--- config.mk ---
export PLATFORM = sky130hd
export DESIGN_NAME = acf_device_flat
export DESIGN_NICKNAME = d
export VERILOG_FILES = /design/src/inc/acf_pkg.sv /design/src/inc/acf_if.sv /design/src/hdl/acf_device.sv /design/src/hdl/acf_shift.sv /design/src/flat_wrapper.sv
export VERILOG_INCLUDE_DIRS = /design/src /design/src/inc
export SDC_FILE = /design/constraint.sdc
export NUM_CORES = 1
export LEC_CHECK = 0
export BUFFER_PORTS_ARGS = -buffer_cell sky130_fd_sc_hd__buf_4
export CAP_MARGIN = 5
export CORE_AREA = 8 8 160 162
export DETAILED_ROUTE_END_ITERATION = 6
export DIE_AREA = 0 0 168 170
export GPL_ROUTABILITY_DRIVEN = 0
export PLACE_DENSITY_LB_ADDON = 0.08
export SKIP_CTS_REPAIR_TIMING = 1
export SLEW_MARGIN = 20
export SYNTH_ARGS = -nofsm -noshare
export SYNTH_HDL_FRONTEND = slang
export SYNTH_SLANG_ARGS = --single-unit
--- constraint.sdc ---
create_clock -name clk_i -period 7.3 [get_ports clk_i]
set_input_delay 1.095 -clock clk_i [delete_from_list [all_inputs] [get_ports clk_i]]
set_output_delay 1.095 -clock clk_i [all_outputs]
set_load 0.01 [all_outputs]
--- src/inc/acf_consts.svh ---
// constants of the converter control front end: fields, offsets, reset values, timing
`ifndef ACF_CONSTS_SVH
`define ACF_CONSTS_SVH

// clock and timing
`define ACF_CLK_NS          10
`define ACF_STARTUP_NS      20000
`define ACF_STARTUP_CYC     ((`ACF_STARTUP_NS + `ACF_CLK_NS - 1) / `ACF_CLK_NS)
`define ACF_T30_NS          40
`define ACF_T30_CYC         ((`ACF_T30_NS + `ACF_CLK_NS - 1) / `ACF_CLK_NS)
`define ACF_SCLK_HALF_CYC   4
`define ACF_SYNC_CYC        2

// control frame layout
`define ACF_FRAME_BITS      16
`define ACF_RW_BIT          15
`define ACF_ADDR_MSB        14
`define ACF_ADDR_LSB        8
`define ACF_ERR_RESP        16'h0E00

// control port register addresses and reset values
`define ACF_REG_STANDBY     7'h00
`define ACF_REG_POWER       7'h01
`define ACF_REG_IFACE       7'h02
`define ACF_REG_STATUS      7'h03
`define ACF_RST_STANDBY     8'h00
`define ACF_RST_POWER       8'h00
`define ACF_RST_IFACE       8'h03

// modulator division values
`define ACF_MOD_FAST        6'h04
`define ACF_MOD_MED         6'h08
`define ACF_MOD_LOW         6'h20

// status header bit positions
`define ACF_HDR_ERR         7
`define ACF_HDR_UNSET       6
`define ACF_HDR_SAT         5
`define ACF_HDR_FTYPE       4

// host wishbone byte offsets
`define ACF_WB_CMD          4'h0
`define ACF_WB_RESP         4'h4
`define ACF_WB_STAT         4'h8
`define ACF_WB_PINS         4'hC

`endif

--- src/inc/acf_pkg.sv ---
// types of the converter control front end: power and settings for the device end, sequencer states for the host end
package acf_pkg;

  typedef enum logic [1:0] {
    ACF_PWR_LOW  = 2'b00,
    ACF_PWR_MED  = 2'b01,
    ACF_PWR_FAST = 2'b10
  } acf_pwr_t;

  typedef struct packed {
    acf_pwr_t   pwr;
    logic [1:0] bias;
    logic [5:0] mod_div;
    logic [1:0] data_clock_divider;
    logic       one_shot;
  } acf_cfg_t;

  typedef enum logic [2:0] {
    ACF_H_IDLE = 3'b000,
    ACF_H_LOW  = 3'b001,
    ACF_H_HIGH = 3'b010,
    ACF_H_TAIL = 3'b011,
    ACF_H_GAP  = 3'b100
  } acf_hst_t;

endpackage

--- src/inc/acf_if.sv ---
// link between the converter control front end and its host
`timescale 1ns/1ps
`default_nettype none
interface acf_if;
  logic       sclk;
  logic       cs_n;
  logic       sdi;
  logic       sdo;
  logic       ctrl_select;
  logic [3:0] operating_strap_pins;
  logic       standby_low_bank_strap;
  logic       standby_high_bank_strap;
  logic       sync_n;

  modport dev (
    input  sclk, cs_n, sdi, ctrl_select, operating_strap_pins,
    input  standby_low_bank_strap, standby_high_bank_strap, sync_n,
    output sdo
  );

  modport host (
    output sclk, cs_n, sdi, ctrl_select, operating_strap_pins,
    output standby_low_bank_strap, standby_high_bank_strap, sync_n,
    input  sdo
  );
endinterface
`default_nettype wire

--- src/hdl/acf_device.sv ---
// converter control front end, device end: straps, status header, serial control port
//
// Overview of operation
// - four operating straps give one of sixteen settings
// - codes 0-B: power group, data divide 1/2/4/8
// - codes C-F: one-shot with fixed power and divide
// - modulator divide 4 fast, 8 median, 32 low
// - strap power mode sets bias and modulator divide
// - header bit 7 flags internal errors, reset needed
// - header carries unsettled, filter type, saturated flags
// - standby straps park banks of four channels
// - parked channel sends zero header and result
// - channel 0 standby disables common-mode output
// - channel 4 standby disables crystal excitation
// - mode 0: sample on rise, change on fall
// - host drives select high for serial control
// - frames are exactly sixteen bits, read or write
// - bit 15 read, 14:8 address, low byte data
// - response returns in the following frame
// - write response is zero byte then data byte
// - accesses ignored until start-up time elapses
// - host spaces frames by a minimum gap
// - control port independent of conversion clocks
// - host pulses sync after strap changes
// - illegal command answered with error word
//
// Decided for this implementation: register access over Wishbone and the register addresses.
`timescale 1ns/1ps
`default_nettype none
`include "acf_consts.svh"
module acf_device #(
  parameter int STARTUP_CYC = `ACF_STARTUP_CYC
) (
  input  wire logic                clk_i,
  input  wire logic                rst_i,
  acf_if.dev                       link,
  input  wire logic                crc_err_i,
  input  wire logic                mem_flip_i,
  input  wire logic                clk_missing_i,
  input  wire logic [7:0]          filt_unsettled_i,
  input  wire logic [7:0]          filt_saturated_i,
  input  wire logic                filter_type_i,
  input  wire logic [2:0]          chan_sel_i,
  input  wire logic [15:0]         result_i,
  output logic                     serial_mode_o,
  output acf_pkg::acf_pwr_t        power_mode_o,
  output logic      [1:0]          bias_level_o,
  output logic      [5:0]          modulator_clock_div_o,
  output logic      [1:0]          data_clock_divider_o,
  output logic                     one_shot_o,
  output logic      [7:0]          channel_standby_o,
  output logic                     common_mode_voltage_output_en_o,
  output logic                     crystal_excitation_en_o,
  output logic      [7:0]          header_o,
  output logic      [15:0]         result_o
);
  typedef struct packed {
    logic               captured;
    logic               serial;
    logic [3:0]         op_strap;
    logic [1:0]         sb_strap;
    logic               sclk_q;
    logic               cs_n_q;
    logic [4:0]         bit_cnt;
    logic [15:0]        resp;
    logic [7:0]         reg_standby;
    logic [7:0]         reg_power;
    logic [7:0]         reg_iface;
    logic [31:0]        boot_cnt;
    logic               err_sticky;
    acf_pkg::acf_cfg_t  cfg;
    logic [7:0]         standby;
    logic [7:0]         hdr;
    logic [15:0]        res;
  } acf_dev_st_t;

  localparam acf_dev_st_t ST_RST = '{
    captured:    1'b0,
    serial:      1'b0,
    op_strap:    4'h0,
    sb_strap:    2'h0,
    sclk_q:      1'b0,
    cs_n_q:      1'b1,
    bit_cnt:     5'h00,
    resp:        16'h0000,
    reg_standby: `ACF_RST_STANDBY,
    reg_power:   `ACF_RST_POWER,
    reg_iface:   `ACF_RST_IFACE,
    boot_cnt:    32'(STARTUP_CYC),
    err_sticky:  1'b0,
    cfg:         '0,
    standby:     8'h00,
    hdr:         8'h00,
    res:         16'h0000
  };

  acf_dev_st_t q_ff;
  acf_dev_st_t nxt_q;

  logic        sclk_rise;
  logic        sclk_fall;
  logic        cs_fall;
  logic        cs_rise;
  logic        port_on;
  logic        tx_load;
  logic        tx_shift;
  logic        rx_shift;
  logic [15:0] tx_data;
  logic [15:0] rx_data;

  // modulator divide from a power-mode code: the strap power mode, or the own divide field in serial mode
  function automatic logic [5:0] mod_of(input logic [1:0] p);
    case (p)
      2'b00:   mod_of = `ACF_MOD_LOW;
      2'b01:   mod_of = `ACF_MOD_MED;
      default: mod_of = `ACF_MOD_FAST;
    endcase
  endfunction

  // strap code to a full setting shared by every channel
  function automatic acf_pkg::acf_cfg_t strap_dec(input logic [3:0] c);
    acf_pkg::acf_cfg_t r;
    r.one_shot = c[3] & c[2];
    if (!r.one_shot) begin
      r.pwr = c[3] ? acf_pkg::ACF_PWR_FAST :
              (c[2] ? acf_pkg::ACF_PWR_MED : acf_pkg::ACF_PWR_LOW);
      r.data_clock_divider = c[1:0];
    end else begin
      case (c[1:0])
        2'b00:   r.pwr = acf_pkg::ACF_PWR_LOW;
        2'b01:   r.pwr = acf_pkg::ACF_PWR_MED;
        default: r.pwr = acf_pkg::ACF_PWR_FAST;
      endcase
      // only one-shot code E, the first of the two fast ones, slows the data clock to divide-by-2
      r.data_clock_divider = (c[1:0] == 2'b10) ? 2'h1 : 2'h0;
    end
    r.bias = r.pwr;
    r.mod_div = mod_of(r.pwr);
    strap_dec = r;
  endfunction

  // link edges seen against the previous sample; pins are synchronous to clk_i,
  // and nothing here looks at a master or data clock
  assign sclk_rise = link.sclk & ~q_ff.sclk_q;
  assign sclk_fall = ~link.sclk & q_ff.sclk_q;
  assign cs_fall   = ~link.cs_n & q_ff.cs_n_q;
  assign cs_rise   = link.cs_n & ~q_ff.cs_n_q;
  assign port_on   = q_ff.serial & (q_ff.boot_cnt == 32'h0);
  // msb is presented when the frame opens, later bits on falling edges
  assign tx_load   = port_on & cs_fall;
  assign tx_shift  = port_on & ~link.cs_n & sclk_fall;
  assign rx_shift  = port_on & ~link.cs_n & sclk_rise;

  acf_shift #(.W(`ACF_FRAME_BITS)) u_tx (
    .clk_i      (clk_i),
    .rst_i      (rst_i),
    .load_i     (tx_load),
    .load_val_i (q_ff.resp),
    .shift_i    (tx_shift),
    .bit_i      (1'b0),
    .data_o     (tx_data)
  );

  acf_shift #(.W(`ACF_FRAME_BITS)) u_rx (
    .clk_i      (clk_i),
    .rst_i      (rst_i),
    .load_i     (1'b0),
    .load_val_i (16'h0000),
    .shift_i    (rx_shift),
    .bit_i      (link.sdi),
    .data_o     (rx_data)
  );

  // next state: strap capture, frame decode, settings and header
  always_comb begin
    logic [6:0] addr;
    logic [7:0] wdat;
    nxt_q = q_ff;
    addr = rx_data[`ACF_ADDR_MSB:`ACF_ADDR_LSB];
    wdat = rx_data[7:0];
    nxt_q.sclk_q = link.sclk;
    nxt_q.cs_n_q = link.cs_n;
    if (q_ff.boot_cnt != 32'h0) begin
      nxt_q.boot_cnt = q_ff.boot_cnt - 32'h1;
    end
    // straps land once after reset and again on every sync
    if (!q_ff.captured || !link.sync_n) begin
      nxt_q.op_strap = link.operating_strap_pins;
      nxt_q.sb_strap = {link.standby_high_bank_strap, link.standby_low_bank_strap};
    end
    // interface choice is fixed at power-up, not at every sync
    if (!q_ff.captured) begin
      nxt_q.serial   = link.ctrl_select;
      nxt_q.captured = 1'b1;
    end
    if (cs_fall) begin
      nxt_q.bit_cnt = 5'h00;
    end else if (rx_shift && q_ff.bit_cnt != 5'h1F) begin
      nxt_q.bit_cnt = q_ff.bit_cnt + 5'h01;
    end
    // a frame of any other length is dropped; the old response stays queued
    if (port_on && cs_rise && q_ff.bit_cnt == 5'(`ACF_FRAME_BITS)) begin
      nxt_q.resp = `ACF_ERR_RESP;
      if (rx_data[`ACF_RW_BIT]) begin
        case (addr)
          `ACF_REG_STANDBY: nxt_q.resp = {8'h00, q_ff.reg_standby};
          `ACF_REG_POWER:   nxt_q.resp = {8'h00, q_ff.reg_power};
          `ACF_REG_IFACE:   nxt_q.resp = {8'h00, q_ff.reg_iface};
          `ACF_REG_STATUS:  nxt_q.resp = {8'h00, q_ff.err_sticky, 7'h00};
          default:          nxt_q.resp = `ACF_ERR_RESP;
        endcase
      end else begin
        nxt_q.resp = {8'h00, wdat};
        case (addr)
          `ACF_REG_STANDBY: nxt_q.reg_standby = wdat;
          `ACF_REG_POWER:   nxt_q.reg_power = wdat;
          `ACF_REG_IFACE:   nxt_q.reg_iface = wdat;
          default:          nxt_q.resp = `ACF_ERR_RESP;
        endcase
      end
    end
    // settings: serial mode gives bias and divide their own fields
    if (q_ff.serial) begin
      nxt_q.cfg.pwr = (q_ff.reg_power[1:0] == 2'b11) ? acf_pkg::ACF_PWR_FAST :
                      acf_pkg::acf_pwr_t'(q_ff.reg_power[1:0]);
      nxt_q.cfg.bias = q_ff.reg_power[3:2];
      nxt_q.cfg.mod_div = mod_of(q_ff.reg_power[5:4]);
      nxt_q.cfg.data_clock_divider = q_ff.reg_iface[1:0];
      nxt_q.cfg.one_shot = q_ff.reg_iface[2];
      nxt_q.standby = q_ff.reg_standby;
    end else begin
      nxt_q.cfg = strap_dec(q_ff.op_strap);
      nxt_q.standby = {{4{q_ff.sb_strap[1]}}, {4{q_ff.sb_strap[0]}}};
    end
    // error is sticky: only a reset clears it
    nxt_q.err_sticky = q_ff.err_sticky | crc_err_i | mem_flip_i | clk_missing_i;
    if (q_ff.standby[chan_sel_i]) begin
      nxt_q.hdr = 8'h00;
      nxt_q.res = 16'h0000;
    end else begin
      nxt_q.hdr = {5'h00, chan_sel_i};
      nxt_q.hdr[`ACF_HDR_ERR] = nxt_q.err_sticky;
      nxt_q.hdr[`ACF_HDR_UNSET] = filt_unsettled_i[chan_sel_i];
      nxt_q.hdr[`ACF_HDR_SAT] = filt_saturated_i[chan_sel_i];
      nxt_q.hdr[`ACF_HDR_FTYPE] = filter_type_i;
      nxt_q.res = result_i;
    end
  end

  always_ff @(posedge clk_i) begin
    if (rst_i) begin
      q_ff <= ST_RST;
    end else begin
      q_ff <= nxt_q;
    end
  end

  // outputs straight from the state register
  assign link.sdo                        = tx_data[`ACF_FRAME_BITS-1];
  assign serial_mode_o                   = q_ff.serial;
  assign power_mode_o                    = q_ff.cfg.pwr;
  assign bias_level_o                    = q_ff.cfg.bias;
  assign modulator_clock_div_o           = q_ff.cfg.mod_div;
  assign data_clock_divider_o            = q_ff.cfg.data_clock_divider;
  assign one_shot_o                      = q_ff.cfg.one_shot;
  assign channel_standby_o               = q_ff.standby;
  assign common_mode_voltage_output_en_o = ~q_ff.standby[0];
  assign crystal_excitation_en_o         = ~q_ff.standby[4];
  assign header_o                        = q_ff.hdr;
  assign result_o                        = q_ff.res;
endmodule
`default_nettype wire

--- src/hdl/acf_shift.sv ---
// loadable shift register, msb first, used for both frame directions
`timescale 1ns/1ps
`default_nettype none
`include "acf_consts.svh"
module acf_shift #(
  parameter int W = `ACF_FRAME_BITS
) (
  input  wire logic         clk_i,
  input  wire logic         rst_i,
  input  wire logic         load_i,
  input  wire logic [W-1:0] load_val_i,
  input  wire logic         shift_i,
  input  wire logic         bit_i,
  output logic      [W-1:0] data_o
);
  typedef struct packed {
    logic [W-1:0] sr;
  } acf_shift_st_t;

  acf_shift_st_t q_ff;
  acf_shift_st_t nxt_q;

  // load wins over shift so a new frame never starts half shifted
  always_comb begin
    nxt_q = q_ff;
    if (load_i) begin
      nxt_q.sr = load_val_i;
    end else if (shift_i) begin
      nxt_q.sr = {q_ff.sr[W-2:0], bit_i};
    end
  end

  always_ff @(posedge clk_i) begin
    if (rst_i) begin
      q_ff <= '0;
    end else begin
      q_ff <= nxt_q;
    end
  end

  assign data_o = q_ff.sr;
endmodule
`default_nettype wire

--- src/flat_wrapper.sv ---
// flat-port wrapper written by rule: the top's interface ports become plain ports
module acf_device_flat 
#(
  parameter int STARTUP_CYC = `ACF_STARTUP_CYC
)
  (clk_i, rst_i, crc_err_i, mem_flip_i, clk_missing_i, filt_unsettled_i, filt_saturated_i, filter_type_i, chan_sel_i, result_i, serial_mode_o, power_mode_o, bias_level_o, modulator_clock_div_o, data_clock_divider_o, one_shot_o, channel_standby_o, common_mode_voltage_output_en_o, crystal_excitation_en_o, header_o, result_o, link_sclk, link_cs_n, link_sdi, link_ctrl_select, link_operating_strap_pins, link_standby_low_bank_strap, link_standby_high_bank_strap, link_sync_n, link_sdo);
  acf_if link_i ();
  input  wire logic clk_i;
  input  wire logic rst_i;
  input  wire logic crc_err_i;
  input  wire logic mem_flip_i;
  input  wire logic clk_missing_i;
  input  wire logic [7:0] filt_unsettled_i;
  input  wire logic [7:0] filt_saturated_i;
  input  wire logic filter_type_i;
  input  wire logic [2:0] chan_sel_i;
  input  wire logic [15:0] result_i;
  output logic serial_mode_o;
  output acf_pkg::acf_pwr_t power_mode_o;
  output logic      [1:0] bias_level_o;
  output logic      [5:0] modulator_clock_div_o;
  output logic      [1:0] data_clock_divider_o;
  output logic one_shot_o;
  output logic      [7:0] channel_standby_o;
  output logic common_mode_voltage_output_en_o;
  output logic crystal_excitation_en_o;
  output logic      [7:0] header_o;
  output logic      [15:0] result_o;
  input wire logic [$bits(link_i.sclk)-1:0] link_sclk;
  input wire logic [$bits(link_i.cs_n)-1:0] link_cs_n;
  input wire logic [$bits(link_i.sdi)-1:0] link_sdi;
  input wire logic [$bits(link_i.ctrl_select)-1:0] link_ctrl_select;
  input wire logic [$bits(link_i.operating_strap_pins)-1:0] link_operating_strap_pins;
  input wire logic [$bits(link_i.standby_low_bank_strap)-1:0] link_standby_low_bank_strap;
  input wire logic [$bits(link_i.standby_high_bank_strap)-1:0] link_standby_high_bank_strap;
  input wire logic [$bits(link_i.sync_n)-1:0] link_sync_n;
  output wire logic [$bits(link_i.sdo)-1:0] link_sdo;
  assign link_i.sclk = link_sclk;
  assign link_i.cs_n = link_cs_n;
  assign link_i.sdi = link_sdi;
  assign link_i.ctrl_select = link_ctrl_select;
  assign link_i.operating_strap_pins = link_operating_strap_pins;
  assign link_i.standby_low_bank_strap = link_standby_low_bank_strap;
  assign link_i.standby_high_bank_strap = link_standby_high_bank_strap;
  assign link_i.sync_n = link_sync_n;
  assign link_sdo = link_i.sdo;
  acf_device #(.STARTUP_CYC(STARTUP_CYC)) u_core (.clk_i(clk_i), .rst_i(rst_i), .link(link_i), .crc_err_i(crc_err_i), .mem_flip_i(mem_flip_i), .clk_missing_i(clk_missing_i), .filt_unsettled_i(filt_unsettled_i), .filt_saturated_i(filt_saturated_i), .filter_type_i(filter_type_i), .chan_sel_i(chan_sel_i), .result_i(result_i), .serial_mode_o(serial_mode_o), .power_mode_o(power_mode_o), .bias_level_o(bias_level_o), .modulator_clock_div_o(modulator_clock_div_o), .data_clock_divider_o(data_clock_divider_o), .one_shot_o(one_shot_o), .channel_standby_o(channel_standby_o), .common_mode_voltage_output_en_o(common_mode_voltage_output_en_o), .crystal_excitation_en_o(crystal_excitation_en_o), .header_o(header_o), .result_o(result_o));
endmodule
==> run metrics <==
global-route wire length before repair=27,900 um; Chip Height=170 um; Hold WS=0.462 ns; H-tree Lvls=4; sequential share of the synthesized area=0.455; RSZ-0062 raised after global routing=false; Reg power frac=0.455; FF-to-FF path depth=5; std cell rows=56; area of the mapped netlist=6780 sq um; Remaining Overflow, GRT=0; diodes inserted=0; Pwr Total=1.93 mW; I/O Buffers=96; Cell Chain, Critical Path=or4_1 > nor4_4 > nand3_4 > nor3_1 > o22ai_1; vias in the first global route=5,114; worst slew pin tran=0.944 ns; CTS Buf Count=17; Synth Register Bits=154; YS warnings=0; PD cells=240 nW/um^2; DRC Markers=0; Worst slew margin=0.366; crit path DAT=3.35 ns; Netlist cell types=60; Worst Setup SP=u_core.q_ff[63]$_SDFFE_PP0P_; core area=23,100 sq um; Top Ports=101; RR Endpoint=u_core.u_tx.data_o[14]$_SDFFE_PP0P_; post-synthesis cell count=721; ys flop type=dfxtp_1; Max Slew Vio Count=0; initial DRC count=247; routed length per instance=16.2 um; Clock transition at path regs=0.06 ns; P_leak=3.21 nW; GR Util All Layers=0.122; share of post-route cells with drive strength above 1=0.208; max incr delay on CP=0.85 ns; CP required=7.55 ns; Fmax=322 MHz; Die W=168 um; pin count of the biggest net entering global routing=56; Fillers=2,332; DPL Wire Length=12,500 um; Routed Wire Length=17,300 um; clock sink count=154; area delta synth->final=18.5%; Sw Share=0.238; Hold Crit Class=register to register; die area=28,600 sq um; initial antenna violation count=0; Critical Path Source Type=register; clk_lat worst skew=0.42 ns; Avg Cell Area, Syn=9.40 sq um; routed via count=5,150; CP max stage cell=nor3_1; fin crit period=3.11 ns; EDFF count, synth=0; Max Clock Skew=0.00754 ns; first drt pass iteration count=4; layout net count=817; crit-path max FO=13; via/cell ratio=4.84; asr flop ratio synth=0; Int Pwr=1.47 mW; Initial Util=0.294; Comb power frac=0.065; Crit. End Element=register; Inst Count DP=1,031; CTS tree=done; reg2reg start=u_core.q_ff[63]$_SDFFE_PP0P_; Peak VDD IR=0.000118 V; TNS Setup=0 ns; fin cells=1,063; CTS max path bufs=2; clock power share=0.480; Critical Path Sink=u_core.u_tx.data_o[14]$_SDFFE_PP0P_; R2R Setup Slk=4.19 ns; max-cap violations=0; Tcrit/Tclk final=0.426; Sw Pwr=459 uW; final hold vios=0; outcome=finished clean; Crit Path Class=register to register; antenna-violating nets left=0; # setup viols final=0; root buf cell=clkbuf_16
flip-flops by register name (all words and copies together), names as in the netlist:
signal and flops:
u_core.u_tx.data_o 16, u_core.serial_mode_o 1, u_core.u_rx.data_o 16, u_core.channel_standby_o 8, u_core.q_ff 80, u_core.power_mode_o 2, u_core.header_o 7, u_core.bias_level_o 2
u_core.one_shot_o 1, u_core.result_o 16, u_core.modulator_clock_div_o 3, u_core.data_clock_divider_o 2
worst min path at each step:
stage / endpoint / start / cells after the start
CTS: u_core.q_ff[84]$_SDFFE_PP0P_ / u_core.q_ff[84]$_SDFFE_PP0P_ / 2
global route: u_core.q_ff[81]$_SDFFE_PP0P_ / u_core.q_ff[81]$_SDFFE_PP0P_ / 2
finish: u_core.q_ff[84]$_SDFFE_PP0P_ / u_core.q_ff[84]$_SDFFE_PP0P_ / 2
floorplan: u_core.q_ff[85]$_SDFFE_PP0P_ / u_core.q_ff[85]$_SDFFE_PP0P_ / 2
detailed placement: u_core.q_ff[84]$_SDFFE_PP0P_ / u_core.q_ff[84]$_SDFFE_PP0P_ / 2
global placement: u_core.q_ff[82]$_SDFFE_PP0P_ / u_core.q_ff[82]$_SDFFE_PP0P_ / 2
cell usage after synthesis, drive strengths merged, types with 5 or more instances:
| cell | n | share of area |
|---|---|---|
| dfxtp | 154 | 0.45 |
| nand2 | 77 | 0.043 |
| mux2i | 57 | 0.084 |
| buf | 55 | 0.057 |
| nor2 | 52 | 0.029 |
| a21oi | 46 | 0.034 |
| clkbuf | 29 | 0.016 |
| o21ai | 23 | 0.017 |
| inv | 21 | 0.012 |
| and2 | 20 | 0.018 |
| nand3 | 15 | 0.013 |
| or3 | 14 | 0.013 |
| nor3 | 13 | 0.014 |
| nand4 | 12 | 0.012 |
| or4 | 12 | 0.013 |
| nor4 | 11 | 0.018 |
| a22o | 8 | 0.010 |
| o31ai | 8 | 0.011 |
| mux4 | 7 | 0.023 |
| nand2b | 7 | 0.0065 |
| o221a | 7 | 0.012 |
| o2bb2ai | 7 | 0.0090 |
| nor2b | 6 | 0.0055 |
| xor2 | 6 | 0.0078 |
| ha | 5 | 0.0092 |
| nand3b | 5 | 0.0055 |
placed cells by master, fill, tap and decap left out, types with 6 or more instances in the layout:
cell | synthesis | layout
and2_1 | 20 | 20
nand4_1 | 11 | 11
nand2_1 | 77 | 77
a22o_1 | 8 | 8
clkbuf_16 | 0 | 17
mux4_2 | 7 | 7
o2bb2ai_1 | 7 | 7
a21oi_1 | 46 | 46
or3_1 | 14 | 14
nor3_1 | 10 | 10
o31ai_1 | 7 | 7
o21ai_0 | 23 | 23
nor2_1 | 52 | 52
o221a_1 | 7 | 7
nor4_1 | 7 | 7
or4_1 | 12 | 12
dfxtp_1 | 154 | 154
inv_1 | 21 | 21
nand2b_1 | 7 | 7
xor2_1 | 6 | 6
buf_4 | 46 | 101
nand3_1 | 14 | 14
nor2b_1 | 6 | 6
mux2i_1 | 57 | 57
critical path: cells and delay by family, from the launching register on:
family | cells | cell delay [ns]
DFF | 1 | 0.34
AOI/OAI and AO/OA | 1 | 0.21
and+or+nand+nor | 4 | 2.38
through the flow:
step	util	area [sq um]	setup WS, ns
6_report	0.348	8030	4.19
4_1_cts	0.348	8030	4.24
2_1_floorplan	-	6790	4.60
5_1_grt	0.348	8030	4.00
3_5_place_dp	0.322	7420	3.99
3_3_place_gp	0.322	7420	4.04
area by class of cell:
type / instances / area, sq um / share of cell area
clock buffer: 17 / 425 / 0.0530
clock inverter: 15 / 189 / 0.0235
inverter: 22 / 82.6 / 0.0103
multi-input combinational: 464 / 3130 / 0.390
sequential: 154 / 3080 / 0.384
tap: 290 / 363 / 0.0452
timing repair buffer: 101 / 758 / 0.0944
metal layers:
metal | track usage | vias up | part of all wire
met5 | 0 | - | 0
met4 | 0.0396 | 0 | 0.0091
met3 | 0.0336 | 9 | 0.058
met2 | 0.189 | 122 | 0.44
met1 | 0.163 | 2434 | 0.49
li1 | - | 2585 | -
power groups by stage:
stage | clock network, mW | registers [mW] | logic, mW
after detailed placement | 0 | 0.896 | 0.127
after global placement | 0 | 0.896 | 0.126
after global routing | 0.991 | 0.880 | 0.139
final | 0.926 | 0.877 | 0.125
after CTS | 0.956 | 0.877 | 0.127
after floorplan | 0 | 0.890 | 0.0880
kinds of logic after synthesis:
logic type	count (synthesis)	share of synthesized area
flip-flops	154	0.455
multiplexers	67	0.112
AND/OR/NAND/NOR	255	0.204
adder cells (fa/ha/maj)	5	0.00923
buffers and inverters	106	0.0849
AO/OA/AOI/OAI	126	0.125
XOR/XNOR	7	0.00905
other	1	0.000553
Note: power is estimated with default switching activity, not from simulation.
